[src/uab_defines.svh]
`ifndef UAB_DEFINES_SVH
`define UAB_DEFINES_SVH
// Contract
// - baud generator mode: aux timer counts every state time or count pin.
// - externally clocked: bit rate is aux overflow rate over 16.
// - internally clocked: bit rate is osc/(32*(65536-reload)).
// - internal control: reload only on overflow; capture mode never captures.
// - external control: trigger falling edge also captures/reloads, not baud.
// - mode 0: 8 bits LSB first on data pin, clock out, osc/12.
// - mode 1: start 0, 8 data bits LSB first, stop 1.
// - mode 1 receive: stop bit lands in rx ninth bit.
// - mode 2: 11 bits, ninth from tx ninth bit, osc/32 or osc/64.
// - mode 2 receive: ninth bit into rx ninth bit, stop ignored.
// - mode 3 equals mode 2 apart from variable bit rate.
// - a write to the serial buffer queues a frame for transmission; it is dropped while the fifo is full.
// - mode 0 reception starts when rx done is 0 and enable is 1; the code also waits for tx idle and no byte queued.
// - modes 1-3 reception starts on a start bit if enabled.
// - serial control holds mode bits, ninth bits and done flags.
// - modes 1 and 3: tx/rx bit clock from aux overflow when its select is 1.
// - baud mode rollover reloads without setting overflow flag.

// register addresses on the special function register port
`define UAB_A_SCTL 8'h00
`define UAB_A_SERIAL_BUFFER 8'h01
`define UAB_A_ACTL 8'h02
`define UAB_A_RLL 8'h03
`define UAB_A_RLH 8'h04
`define UAB_A_CNTL 8'h05
`define UAB_A_CNTH 8'h06

`define UAB_SCTL_RESET 8'h00
`define UAB_ACTL_RESET 8'h00
`define UAB_NINTH_POS 8

// oscillator clocks per machine cycle is 12; per state time is 2
`define UAB_DIV_LAST 4'hB
`define UAB_M0_CLK_HIGH 4'h6
// 16 samples per bit in the asynchronous modes
`define UAB_SUB_LAST 4'hF
`define UAB_SUB_MID 4'h7
`define UAB_TX_LAST_M0 4'h7
`define UAB_TX_LAST_M1 4'h9
`define UAB_TX_LAST_M2 4'hA
`define UAB_RX_LAST_M0 4'h7
`define UAB_RX_LAST 4'h8
`define UAB_CNT_MAX 16'hFFFF
`endif

[src/uab_pkg.sv]
package uab_pkg;
	typedef struct packed {
		logic [7:0] addr;
		logic [7:0] wdata;
		logic wr;
		logic rd;
	} uab_sfr_req_t;

	typedef struct packed {
		logic mode_sel_hi;
		logic mode_sel_lo;
		logic multiproc_enable;
		logic rx_enable;
		logic tx_ninth_bit;
		logic rx_ninth_bit;
		logic tx_done_flag;
		logic rx_done_flag;
	} uab_serial_control_t;

	typedef struct packed {
		logic aux_overflow_flag;
		logic aux_external_flag;
		logic rx_baud_select;
		logic tx_baud_select;
		logic aux_trigger_enable;
		logic aux_run_bit;
		logic count_select;
		logic capture_select;
	} uab_actl_t;

	typedef enum logic [1:0] {
		UAB_MODE_SHIFT, UAB_MODE_8BIT, UAB_MODE_9BIT_FIX, UAB_MODE_9BIT_VAR
	} uab_mode_t;
	typedef enum logic {UAB_TX_IDLE, UAB_TX_SEND} uab_tx_st_t;
	typedef enum logic [1:0] {UAB_RX_IDLE, UAB_RX_START, UAB_RX_DATA} uab_rx_st_t;

	typedef struct packed {
		uab_serial_control_t serial_control;
		uab_actl_t actl;
		logic [15:0] count;
		logic [15:0] reload;
		logic [7:0] rx_buf;
		logic [7:0] rdata;
		logic [3:0] div;
		logic half_m2;
		logic half_t1;
		logic [2:0] rxd_sy;
		logic [2:0] cpin_sy;
		logic [2:0] trig_sy;
		uab_tx_st_t tx_st;
		logic [10:0] tx_shift;
		logic [3:0] tx_bits;
		logic [3:0] tx_sub;
		logic txd;
		logic rxd_out;
		logic rxd_oe;
		uab_rx_st_t rx_st;
		logic [8:0] rx_shift;
		logic [3:0] rx_bits;
		logic [3:0] rx_sub;
	} uab_state_t;
endpackage

[src/uab_fifo.sv]
`timescale 1ns/100ps
module uab_fifo #(
	parameter int W = 9,
	parameter int DEPTH = 8
) (
	input wire logic clock,
	input wire logic rst_b,
	input wire logic in_valid,
	output logic in_ready,
	input wire logic [W-1:0] in_data,
	output logic out_valid,
	input wire logic out_ready,
	output logic [W-1:0] out_data
);
	localparam int AW = $clog2(DEPTH);
	generate
		if (DEPTH < 2 || (DEPTH & (DEPTH - 1)) != 0) begin : g_bad
			$error("fifo depth must be a power of two, at least 2");
		end
	endgenerate

	typedef struct packed {
		logic [DEPTH-1:0][W-1:0] mem;
		logic [AW-1:0] wp;
		logic [AW-1:0] rp;
		logic [AW:0] cnt;
		logic [W-1:0] dout;
		logic ovalid;
	} uab_fifo_st_t;

	uab_fifo_st_t st;
	uab_fifo_st_t next_st;
	logic push;
	logic pop;

	assign in_ready = st.cnt < (AW+1)'(DEPTH);
	assign out_valid = st.ovalid;
	assign out_data = st.dout;
	assign push = in_valid && in_ready;
	// output register refills whenever it is empty or being taken
	assign pop = (!st.ovalid || out_ready) && st.cnt != '0;

	always_comb begin
		next_st = st;
		if (out_ready)
			next_st.ovalid = 1'b0;
		if (pop) begin
			next_st.dout = st.mem[st.rp];
			next_st.ovalid = 1'b1;
			next_st.rp = st.rp + 1'b1;
		end
		if (push) begin
			next_st.mem[st.wp] = in_data;
			next_st.wp = st.wp + 1'b1;
		end
		next_st.cnt = st.cnt + (AW+1)'(push) - (AW+1)'(pop);
	end

	always_ff @(posedge clock or negedge rst_b) begin
		if (!rst_b)
			st <= '0;
		else
			st <= next_st;
	end
endmodule

[src/uab_serial_port.sv]
`timescale 1ns/100ps
`include "uab_defines.svh"
module uab_serial_port import uab_pkg::*; #(
	parameter int FIFO_DEPTH = 8
) (
	input wire logic clock,
	input wire logic rst_b,
	input wire uab_sfr_req_t sfr_req,
	output logic [7:0] sfr_rdata,
	output logic tx_buffer_ready,
	input wire logic timer1_ovf,
	input wire logic smod,
	input wire logic rxd_in,
	output logic rxd_out,
	output logic rxd_oe,
	output logic txd,
	input wire logic aux_count_pin,
	input wire logic aux_trigger_pin,
	output logic serial_irq,
	output logic aux_irq
);
	generate
		if (FIFO_DEPTH < 2) begin : g_bad
			$error("transmit fifo needs at least two words");
		end
	endgenerate

	uab_state_t st;
	uab_state_t next_st;
	uab_mode_t mode;
	logic [8:0] fifo_out_data;
	logic fifo_out_valid;
	logic fifo_out_ready;
	logic push;
	logic wr_sctl, wr_actl, wr_rll, wr_rlh, wr_cl, wr_ch;
	logic baud, state_en, mach_en, cpin_fall, trig_fall, rxd_fall;
	logic inc, aux_ovf, m2_tick, t1_tick, tx_tick, rx_tick;
	logic rxd, tx_step, rx_step, m0_act;

	assign mode = uab_mode_t'({st.serial_control.mode_sel_hi, st.serial_control.mode_sel_lo});
	assign wr_sctl = sfr_req.wr && sfr_req.addr == `UAB_A_SCTL;
	assign wr_actl = sfr_req.wr && sfr_req.addr == `UAB_A_ACTL;
	assign wr_rll = sfr_req.wr && sfr_req.addr == `UAB_A_RLL;
	assign wr_rlh = sfr_req.wr && sfr_req.addr == `UAB_A_RLH;
	assign wr_cl = sfr_req.wr && sfr_req.addr == `UAB_A_CNTL;
	assign wr_ch = sfr_req.wr && sfr_req.addr == `UAB_A_CNTH;
	assign push = sfr_req.wr && sfr_req.addr == `UAB_A_SERIAL_BUFFER;

	// synchronised pins; edges compare second and third stages only
	assign rxd = st.rxd_sy[1];
	assign rxd_fall = st.rxd_sy[2] && !st.rxd_sy[1];
	assign cpin_fall = st.cpin_sy[2] && !st.cpin_sy[1];
	assign trig_fall = st.actl.aux_trigger_enable
		&& st.trig_sy[2] && !st.trig_sy[1];

	assign state_en = st.div[0];
	assign mach_en = st.div == `UAB_DIV_LAST;
	assign baud = st.actl.rx_baud_select || st.actl.tx_baud_select;
	// state time in baud mode instead of machine cycle
	assign inc = st.actl.aux_run_bit && (st.actl.count_select ? cpin_fall
		: (baud ? state_en : mach_en));
	assign aux_ovf = inc && st.count == `UAB_CNT_MAX;
	assign m2_tick = state_en && (smod || st.half_m2);
	assign t1_tick = timer1_ovf && (smod || st.half_t1);
	// aux overflow is one sample of sixteen: rate/16 per bit
	assign tx_tick = mode == UAB_MODE_9BIT_FIX ? m2_tick
		: (st.actl.tx_baud_select ? aux_ovf : t1_tick);
	assign rx_tick = mode == UAB_MODE_9BIT_FIX ? m2_tick
		: (st.actl.rx_baud_select ? aux_ovf : t1_tick);
	assign tx_step = mode == UAB_MODE_SHIFT ? mach_en
		: tx_tick && st.tx_sub == `UAB_SUB_LAST;
	assign rx_step = mode == UAB_MODE_SHIFT ? mach_en
		: rx_tick && st.rx_sub == `UAB_SUB_LAST;
	// mode 0 frames start on a machine cycle boundary so that the
	// first shift clock is a whole one and no bit slips past the pin
	assign fifo_out_ready = st.tx_st == UAB_TX_IDLE
		&& (mode != UAB_MODE_SHIFT || mach_en);

	uab_fifo #(.W(9), .DEPTH(FIFO_DEPTH)) u_tx_fifo (
		.clock(clock),
		.rst_b(rst_b),
		.in_valid(push),
		.in_ready(tx_buffer_ready),
		.in_data({st.serial_control.tx_ninth_bit, sfr_req.wdata}),
		.out_valid(fifo_out_valid),
		.out_ready(fifo_out_ready),
		.out_data(fifo_out_data)
	);

	always_comb begin
		next_st = st;
		next_st.rxd_sy = {st.rxd_sy[1:0], rxd_in};
		next_st.cpin_sy = {st.cpin_sy[1:0], aux_count_pin};
		next_st.trig_sy = {st.trig_sy[1:0], aux_trigger_pin};
		next_st.div = mach_en ? 4'h0 : st.div + 4'h1;
		if (state_en)
			next_st.half_m2 = !st.half_m2;
		if (timer1_ovf)
			next_st.half_t1 = !st.half_t1;

		// software writes first so that hardware sets win over clears
		if (wr_sctl)
			next_st.serial_control = uab_serial_control_t'(sfr_req.wdata);
		if (wr_actl)
			next_st.actl = uab_actl_t'(sfr_req.wdata);

		if (inc)
			next_st.count = st.count + 16'h0001;
		if (aux_ovf) begin
			if (baud || !st.actl.capture_select)
				next_st.count = st.reload;
			if (!baud)
				next_st.actl.aux_overflow_flag = 1'b1;
		end
		if (trig_fall) begin
			next_st.actl.aux_external_flag = 1'b1;
			if (!baud && st.actl.capture_select)
				next_st.reload = st.count;
			else if (!baud)
				next_st.count = st.reload;
		end
		// a write racing a reload is the software's hazard
		if (wr_rll)
			next_st.reload[7:0] = sfr_req.wdata;
		if (wr_rlh)
			next_st.reload[15:8] = sfr_req.wdata;
		if (wr_cl)
			next_st.count[7:0] = sfr_req.wdata;
		if (wr_ch)
			next_st.count[15:8] = sfr_req.wdata;

		case (st.tx_st)
			UAB_TX_IDLE: begin
				if (fifo_out_valid && fifo_out_ready) begin
					next_st.tx_st = UAB_TX_SEND;
					next_st.tx_sub = 4'h0;
					next_st.tx_bits = 4'h0;
					if (mode == UAB_MODE_SHIFT)
						next_st.tx_shift = {3'b111, fifo_out_data[7:0]};
					else if (mode == UAB_MODE_8BIT)
						next_st.tx_shift = {2'b11, fifo_out_data[7:0], 1'b0};
					else
						next_st.tx_shift = {1'b1,
							fifo_out_data[`UAB_NINTH_POS],
							fifo_out_data[7:0], 1'b0};
				end
			end
			UAB_TX_SEND: begin
				if (tx_tick && mode != UAB_MODE_SHIFT)
					next_st.tx_sub = st.tx_sub + 4'h1;
				if (tx_step) begin
					next_st.tx_shift = {1'b1, st.tx_shift[10:1]};
					next_st.tx_bits = st.tx_bits + 4'h1;
					if (st.tx_bits == (mode == UAB_MODE_SHIFT ? `UAB_TX_LAST_M0
						: mode == UAB_MODE_8BIT ? `UAB_TX_LAST_M1
						: `UAB_TX_LAST_M2)) begin
						next_st.tx_st = UAB_TX_IDLE;
						next_st.serial_control.tx_done_flag = 1'b1;
					end
				end
			end
			default: next_st.tx_st = UAB_TX_IDLE;
		endcase

		case (st.rx_st)
			UAB_RX_IDLE: begin
				next_st.rx_sub = 4'h0;
				next_st.rx_bits = 4'h0;
				if (st.serial_control.rx_enable && mode == UAB_MODE_SHIFT) begin
					// shared pins: no reception while a byte waits to go
					if (!st.serial_control.rx_done_flag && st.tx_st == UAB_TX_IDLE
						&& !fifo_out_valid && mach_en)
						next_st.rx_st = UAB_RX_DATA;
				end else if (st.serial_control.rx_enable && rxd_fall)
					next_st.rx_st = UAB_RX_START;
			end
			UAB_RX_START: begin
				if (rx_tick) begin
					next_st.rx_sub = st.rx_sub + 4'h1;
					// false start if the line is back high at mid-bit
					if (st.rx_sub == `UAB_SUB_MID) begin
						next_st.rx_sub = 4'h0;
						next_st.rx_st = rxd ? UAB_RX_IDLE : UAB_RX_DATA;
					end
				end
			end
			UAB_RX_DATA: begin
				if (rx_tick && mode != UAB_MODE_SHIFT)
					next_st.rx_sub = st.rx_sub + 4'h1;
				if (rx_step) begin
					next_st.rx_shift = {rxd, st.rx_shift[8:1]};
					next_st.rx_bits = st.rx_bits + 4'h1;
					if (mode == UAB_MODE_SHIFT
						&& st.rx_bits == `UAB_RX_LAST_M0) begin
						next_st.rx_buf = {rxd, st.rx_shift[8:2]};
						next_st.serial_control.rx_done_flag = 1'b1;
						next_st.rx_st = UAB_RX_IDLE;
					end else if (mode != UAB_MODE_SHIFT
						&& st.rx_bits == `UAB_RX_LAST) begin
						// ninth sample: stop bit in mode 1, ninth bit else
						next_st.rx_buf = st.rx_shift[8:1];
						next_st.serial_control.rx_ninth_bit = rxd;
						next_st.serial_control.rx_done_flag = 1'b1;
						next_st.rx_st = UAB_RX_IDLE;
					end
				end
			end
			default: next_st.rx_st = UAB_RX_IDLE;
		endcase

		m0_act = mode == UAB_MODE_SHIFT && (next_st.tx_st == UAB_TX_SEND
			|| next_st.rx_st == UAB_RX_DATA);
		if (mode == UAB_MODE_SHIFT)
			next_st.txd = !m0_act || next_st.div >= `UAB_M0_CLK_HIGH;
		else
			next_st.txd = next_st.tx_st == UAB_TX_IDLE
				|| next_st.tx_shift[0];
		next_st.rxd_oe = mode == UAB_MODE_SHIFT
			&& next_st.tx_st == UAB_TX_SEND;
		next_st.rxd_out = next_st.tx_shift[0];

		if (sfr_req.rd) begin
			case (sfr_req.addr)
				`UAB_A_SCTL: next_st.rdata = st.serial_control;
				`UAB_A_SERIAL_BUFFER: next_st.rdata = st.rx_buf;
				`UAB_A_ACTL: next_st.rdata = st.actl;
				`UAB_A_RLL: next_st.rdata = st.reload[7:0];
				`UAB_A_RLH: next_st.rdata = st.reload[15:8];
				`UAB_A_CNTL: next_st.rdata = st.count[7:0];
				`UAB_A_CNTH: next_st.rdata = st.count[15:8];
				default: next_st.rdata = 8'h00;
			endcase
		end
	end

	always_ff @(posedge clock or negedge rst_b) begin
		if (!rst_b) begin
			st <= '0;
			st.serial_control <= `UAB_SCTL_RESET;
			st.actl <= `UAB_ACTL_RESET;
			st.txd <= 1'b1;
			st.rxd_out <= 1'b1;
			st.rxd_sy <= 3'h7;
			st.cpin_sy <= 3'h7;
			st.trig_sy <= 3'h7;
		end else begin
			st <= next_st;
		end
	end

	assign sfr_rdata = st.rdata;
	assign txd = st.txd;
	assign rxd_out = st.rxd_out;
	assign rxd_oe = st.rxd_oe;
	assign serial_irq = st.serial_control.tx_done_flag || st.serial_control.rx_done_flag;
	assign aux_irq = st.actl.aux_overflow_flag
		|| st.actl.aux_external_flag;
endmodule

[config.mk]
export PLATFORM = sky130hd
export DESIGN_NAME = uab_serial_port
export DESIGN_NICKNAME = d
export VERILOG_FILES = /design/src/uab_pkg.sv /design/src/uab_fifo.sv /design/src/uab_serial_port.sv
export VERILOG_INCLUDE_DIRS = /design/src /design/src/src
export SDC_FILE = /design/constraint.sdc
export NUM_CORES = 1
export LEC_CHECK = 0
export ABC_AREA = 1
export ABC_CLOCK_PERIOD_IN_PS = 2600
export BUFFER_PORTS_ARGS = -buffer_cell sky130_fd_sc_hd__buf_2
export CAP_MARGIN = 10
export CORE_UTILIZATION = 56
export CTS_CLUSTER_DIAMETER = 50
export DETAILED_ROUTE_END_ITERATION = 10
export PLACE_DENSITY = 0.76
export SLEW_MARGIN = 30
export SYNTH_ARGS = -nofsm -noshare
export SYNTH_HDL_FRONTEND = slang
export SYNTH_SLANG_ARGS = --single-unit
[constraint.sdc]
create_clock -name clock -period 2.6 [get_ports clock]
set_input_delay 0.13 -clock clock [delete_from_list [all_inputs] [get_ports clock]]
set_output_delay 0.13 -clock clock [all_outputs]
set_load 0.005 [all_outputs]
Word-level counts from Yosys, hierarchy flattened --
Cells that the tools add are included.
Word-level totals: register bits 213, output and inout bits 14, logic and storage cells 242
Operators by class: $add $sub $neg 10, magnitude comparators 5, equal/unequal tests 25, muxes and demuxes 71, bitwise gates (word level) 2, reduce and logical (&&, ||, !) cells 77
Operator list (number):
- 2-to-1 mux 16 bit | 7
- bitwise mux 72 bit | 1
- 2-to-1 mux 8 bit | 7
- case mux 8 bit (7 select lines) | 1
- case mux 20 bit (2 select lines) | 1
- logical AND 1 bit | 34
- 2-to-1 mux 32 bit | 1
- binary-select mux 9 bit (select 3 bit) | 1
- demux 9 bit (select 3 bit) | 1
- 2-to-1 mux 1 bit | 26
- == test 8 x 3 -> 1 bit, second input constant | 3
- 2-to-1 mux 4 bit | 6
- adder 4 x 1 -> 4 bit, second input constant | 5
- 2-to-1 mux 10 bit | 2
- 2-to-1 mux 20 bit | 1
- 2-to-1 mux 2 bit | 9
- 2-to-1 mux 9 bit | 2
- nonzero test 2 bit | 9
- adder 16 x 1 -> 16 bit, second input constant | 1
- == test 16 bit, second input constant | 1
- == test 4 bit, second input constant | 4
- == test 8 x 2 -> 1 bit, second input constant | 2
- 2-to-1 mux 15 bit | 1
- case mux 4 bit (3 select lines) | 1
- other kinds (26) | 63

Depth between registers and ports, before layout --
depth in word-level cells 17, mapped depth 17, depth with buffers taken out 17

Cells and area by module --
A second synthesis with hierarchy kept.
Second synthesis, totals: cells, all modules 1343, area total of the unflattened synthesis 10956.8 um2
Modules (own cells, without submodules):
- uab_serial_port | times used 1, cells an instance 786, area an instance 6458.7 um2, seq. area each 3016.6 um2
- uab_fifo | times used 1, cells an instance 557, area an instance 4498.1 um2, seq. area each 2302.2 um2

Worst setup path before layout --
OpenSTA, ideal clock, no wires.
path type register to register, start point reg st[53] (netlist bit), end point reg u_tx_fifo.st[12] (netlist bit), library setup time 123 ps, arrival time 2471 ps, data required time 2477 ps, path slack 6 ps, cell stages (with the launch flop) 15, buffers on the path 1, clock period less this slack 2594 ps, path through dfrtp_1 > ha_1 > nand3_1 > inv_1 > o21ai_1 > nand2_1 > nand2_1 > inv_1 > clkbuf_1 > ha_1 > inv_1 > ha_1 > inv_1 > fa_1 > xnor2_1
RTL lines:
- start, declared | line uab_serial_port.sv:28 | uab_state_t st;
- start signal, assigned | line uab_serial_port.sv:247 | st <= next_st;
- end signal, assigned | line uab_fifo.sv:63 | st <= next_st;
- end, declared | line uab_fifo.sv:31 | uab_fifo_st_t st;

Worst setup path in the final report --
start point reg st[89] (netlist bit), end point reg st[37] (netlist bit)
Between the ends: longest elaborated chain between the ends 8
Ends and longest elaborated chain:
- == test 16 bit (no line)
- logical AND 1 bit (no line)
- 2-to-1 mux 1 bit | line uab_serial_port.sv:67 | : (st.actl.tx_baud_select ? aux_ovf : t1_tick);
- 2-to-1 mux 1 bit | line uab_serial_port.sv:66 | assign tx_tick = mode == UAB_MODE_9BIT_FIX ? m2_tick
- logical AND 1 bit (no line)
- 2-to-1 mux 1 bit (no line)
- inequality test 2 x 1 -> 1 bit (no line)
- AND reduction 2 bit (no line)
No other way between the ends. A chain may end at the register's enable or synchronous reset.

==> flow_metrics.env <==
export IMPL_status="finished clean"
export IMPL_finalNonFillerCells=1521
export IMPL_synth_edf_count=0
export IMPL_cp_max_fo=11
export IMPL_drv_cap=0
export IMPL_setup_violations_final=0
export IMPL_synth_compound_area_frac=0.176
export IMPL_worstMarginPinSlew_ns=0.705
export IMPL_yosys_warnings=0
export IMPL_rows=49
export IMPL_clkSlewWorstSetupHoldPaths_ns=0.06
export IMPL_grt_pass1_wl_um=43600
export IMPL_synth_simple_area_share=0.200
export IMPL_slowest_delay_ns=0.41
export IMPL_place_inst=1467
export IMPL_syn_cell_area_mm2=0.0106
export IMPL_regArea_mm2=0.00532
export IMPL_start_util=0.579
export IMPL_synthAdderAreaFrac=0.0243
export IMPL_period_minus_slack_ns=2.43
export IMPL_max_freq_ghz=0.411
export IMPL_syn_nets=1276
export IMPL_drv_slew=0
export IMPL_cpMaxStageDelayCell="dfrtp_2"
export IMPL_path_cells="ha_1, nand2_1, inv_1, nand3_2, nor2_4, nand3_2, nor2_4, nand3_2, a21boi_2, nand2_2, nand2_4, nand2_4, nand2_8, inv_2, nand2_1, o221ai_2"
export IMPL_synth_ff_type="dfrtp_1"
export IMPL_yosys_top_cells_count="247 x nand2_1, 201 x dfrtp_1, 159 x o21ai_0"
export IMPL_ir_drop_uv=552
export IMPL_drc=0
export IMPL_cp_data_arrival_time_ns=2.81
export IMPL_crit_path_frequent_cell="nand3_2"
export IMPL_hold_path_class="input port to register"
export IMPL_synth_cells=1231
export IMPL_htreeDepth=1
export IMPL_numCtsBuffers=25
export IMPL_layout_nets=1319
export IMPL_io_pins=39
export IMPL_grt_pass1_vias=8327
export IMPL_port_buffers=38
export IMPL_yosys_area_top_type="dfrtp_1"
export IMPL_insertion_delay_ns=0.52
export IMPL_antennaDiodeCount=0
export IMPL_multi_input_area_mm2=0.00450
export IMPL_dp_hpwl_um=17500
export IMPL_yosysMostFrequentCell="nand2_1"
export IMPL_power_w=0.0106
export IMPL_rsz0062_at_grt="no"
export IMPL_power_leakage_nw=5.52
export IMPL_period_share=0.936
export IMPL_area_growth_pct=13.6
export IMPL_synthXorXnorAreaFrac=0.0149
export IMPL_synth_distinct_cells=50
export IMPL_drtIter0Drc=970
export IMPL_wl_um=26200
export IMPL_ys_ff_latch=212
export IMPL_synth_top_area_share=0.475
export IMPL_power_per_cell_area_mw_per_mm2=882
export IMPL_synthMuxAreaShare=0.00957
export IMPL_cp_end_kind="register"
export IMPL_core_area_mm2=0.0183
export IMPL_crit_family="simple AND/OR/NAND/NOR gates"
export IMPL_crit_buf_inv=2
export IMPL_critPathKind="register to register"
export IMPL_worstSetupStartpointType="register"
export IMPL_yosysSeqAreaShare=0.502
export IMPL_synth_top_family_by_area="simple AND/OR/NAND/NOR gates"
export IMPL_overflow=0
export IMPL_fin_worst_skew_ns=0.0127
export IMPL_antenna_found_initial=0
export IMPL_track_usage=0.281
export IMPL_wire_per_inst_um=17.3
export IMPL_required_ns=2.98
export IMPL_hold_violations=0
export IMPL_die_h_um=139
export IMPL_die_w_um=139
export IMPL_synth_area_leaders="dfrtp_1 48%, nand2_1 8.8%, o21ai_0 7.5%"
export IMPL_root_buffer="clkbuf_16"
export IMPL_drive_above_1_share=0.147
export IMPL_clock_sinks=212
export IMPL_dieArea_mm2=0.0195
export IMPL_slew_headroom=0.527
export IMPL_cts_tree="done"
export IMPL_postRouteAntennaNets=0
export IMPL_syn_area_per_cell_um2=8.60
export IMPL_max_clock_path_buffers=3
export IMPL_viasPerCell=5.78
export IMPL_gp_congestion=0.942
export IMPL_dr_total_vias=8788
export IMPL_drtPass1Iterations=6
export IMPL_nFillCells=1456
export IMPL_async_flop_share=1.00
export IMPL_fin_tns_setup_ns=0
export IMPL_grt_start_max_net_pins=81
-- metrics by stage --
step / worst slack, ns / cell area (um^2) / util / hold WS [ns]
after floorplan: 0.00609 / 10600 / - / -0.166
after global placement: 0.274 / 11000 / 0.603 / 0.217
after detailed placement: 0.194 / 11000 / 0.603 / 0.218
after CTS: 0.174 / 12000 / 0.657 / 0.0281
after global routing: 0.0185 / 12000 / 0.658 / 0.0601
final: 0.166 / 12000 / 0.658 / 0.0325
-- layout make-up --
cell class                      count  share of cell area
Sequential cell                   212               0.442
Multi-Input combinational cell    827               0.374
Clock buffer                       32              0.0567
Timing Repair Buffer               73              0.0421
Inverter                          135              0.0421
Tap cell                          229              0.0238
Clock inverter                     13              0.0187
-- registers in the layout (all words and copies together) (netlist names), 2 cells and up --
name                flops
u_tx_fifo.st           82
sfr_rdata               8
mode                    2
next_st                 6
st                    101
u_tx_fifo.out_data      9
-- report_power, final --
group          total, W  switching (W)  leakage, nW  internal (W)
Clock           0.00382        0.00138        0.443       0.00245
Combinational   0.00258        0.00162         2.31      0.000960
Sequential      0.00421       0.000414         2.77       0.00379
Total            0.0106        0.00341         5.52       0.00720
-- cells in the final DEF (no fill, tap or decap), types with 9 or more instances in the layout --
| master | synthesis | layout |
|---|---|---|
| nand4_1 | 11 | 11 |
| o21ai_0 | 159 | 159 |
| o22ai_1 | 10 | 10 |
| nor2_1 | 115 | 114 |
| inv_1 | 123 | 123 |
| nand2_1 | 247 | 247 |
| nand2_2 | 12 | 12 |
| o221ai_1 | 13 | 13 |
| dfstp_2 | 11 | 11 |
| inv_2 | 11 | 11 |
| a31oi_1 | 11 | 11 |
| mux2_2 | 9 | 9 |
| dfrtp_1 | 201 | 200 |
| buf_2 | 3 | 37 |
| a21oi_1 | 21 | 21 |
| o211ai_1 | 21 | 21 |
| clkbuf_16 | 0 | 25 |
| nor3_1 | 11 | 11 |
| ha_1 | 19 | 19 |
| nand3_1 | 56 | 56 |
| o32ai_1 | 18 | 18 |
| buf_4 | 9 | 25 |
| xor2_1 | 12 | 12 |
| a221oi_1 | 12 | 12 |
-- worst register-to-register path: stages (launching register included) --
cell and delay (ns):
dfrtp_2 0.41, ha_1 0.18, nand2_1 0.05, inv_1 0.08
nand3_2 0.13, nor2_4 0.11, nand3_2 0.09, nor2_4 0.14
nand3_2 0.10, a21boi_2 0.21, nand2_2 0.10, nand2_4 0.12
nand2_4 0.15, nand2_8 0.15, inv_2 0.07, nand2_1 0.08
o221ai_2 0.10
-- cells by family after synthesis --
family,after synthesis
XOR/XNOR,18
adder cells (fa/ha/maj),20
flip-flops,212
AO/OA/AOI/OAI,298
buffers and inverters,192
AND/OR/NAND/NOR,482
multiplexers,9
-- per-layer routing --
metal,vias up,share of wire,GRT usage,routed length [um]
li1,4221,-,-,-
met3,57,0.084,0.0513,2220
met2,345,0.44,0.431,11600
met4,0,0.028,0.0784,738
met1,4165,0.44,0.410,11600
met5,-,0,0,0
-- repair_timing --
| item | 4_1_cts | 5_1_grt |
|---|---|---|
| hold buffers | 8 | 0 |
| endpoints found under the setup margin | 0 | 5 |
| endpoints found under the hold margin | 81 | 0 |
| buffers inserted | 0 | 1 |
| resized for setup | 0 | 3 |
-- final timing paths --
kind                                   from                to  slack (ns)  depth (start not counted)
min in group asynchronous             rst_b            st[25]        0.22                          2
worst min register to register  next_st[49]       next_st[50]        0.36                          0
worst min-delay path             sfr_req[0]      sfr_rdata[1]        0.03                          2
max in group asynchronous             rst_b  u_tx_fifo.st[60]        1.56                          3
worst max-delay path                 st[89]            st[37]        0.17                         16
worst max register to register       st[89]            st[37]        0.17                         16
No activity file was read; power rests on OpenSTA's default activity.
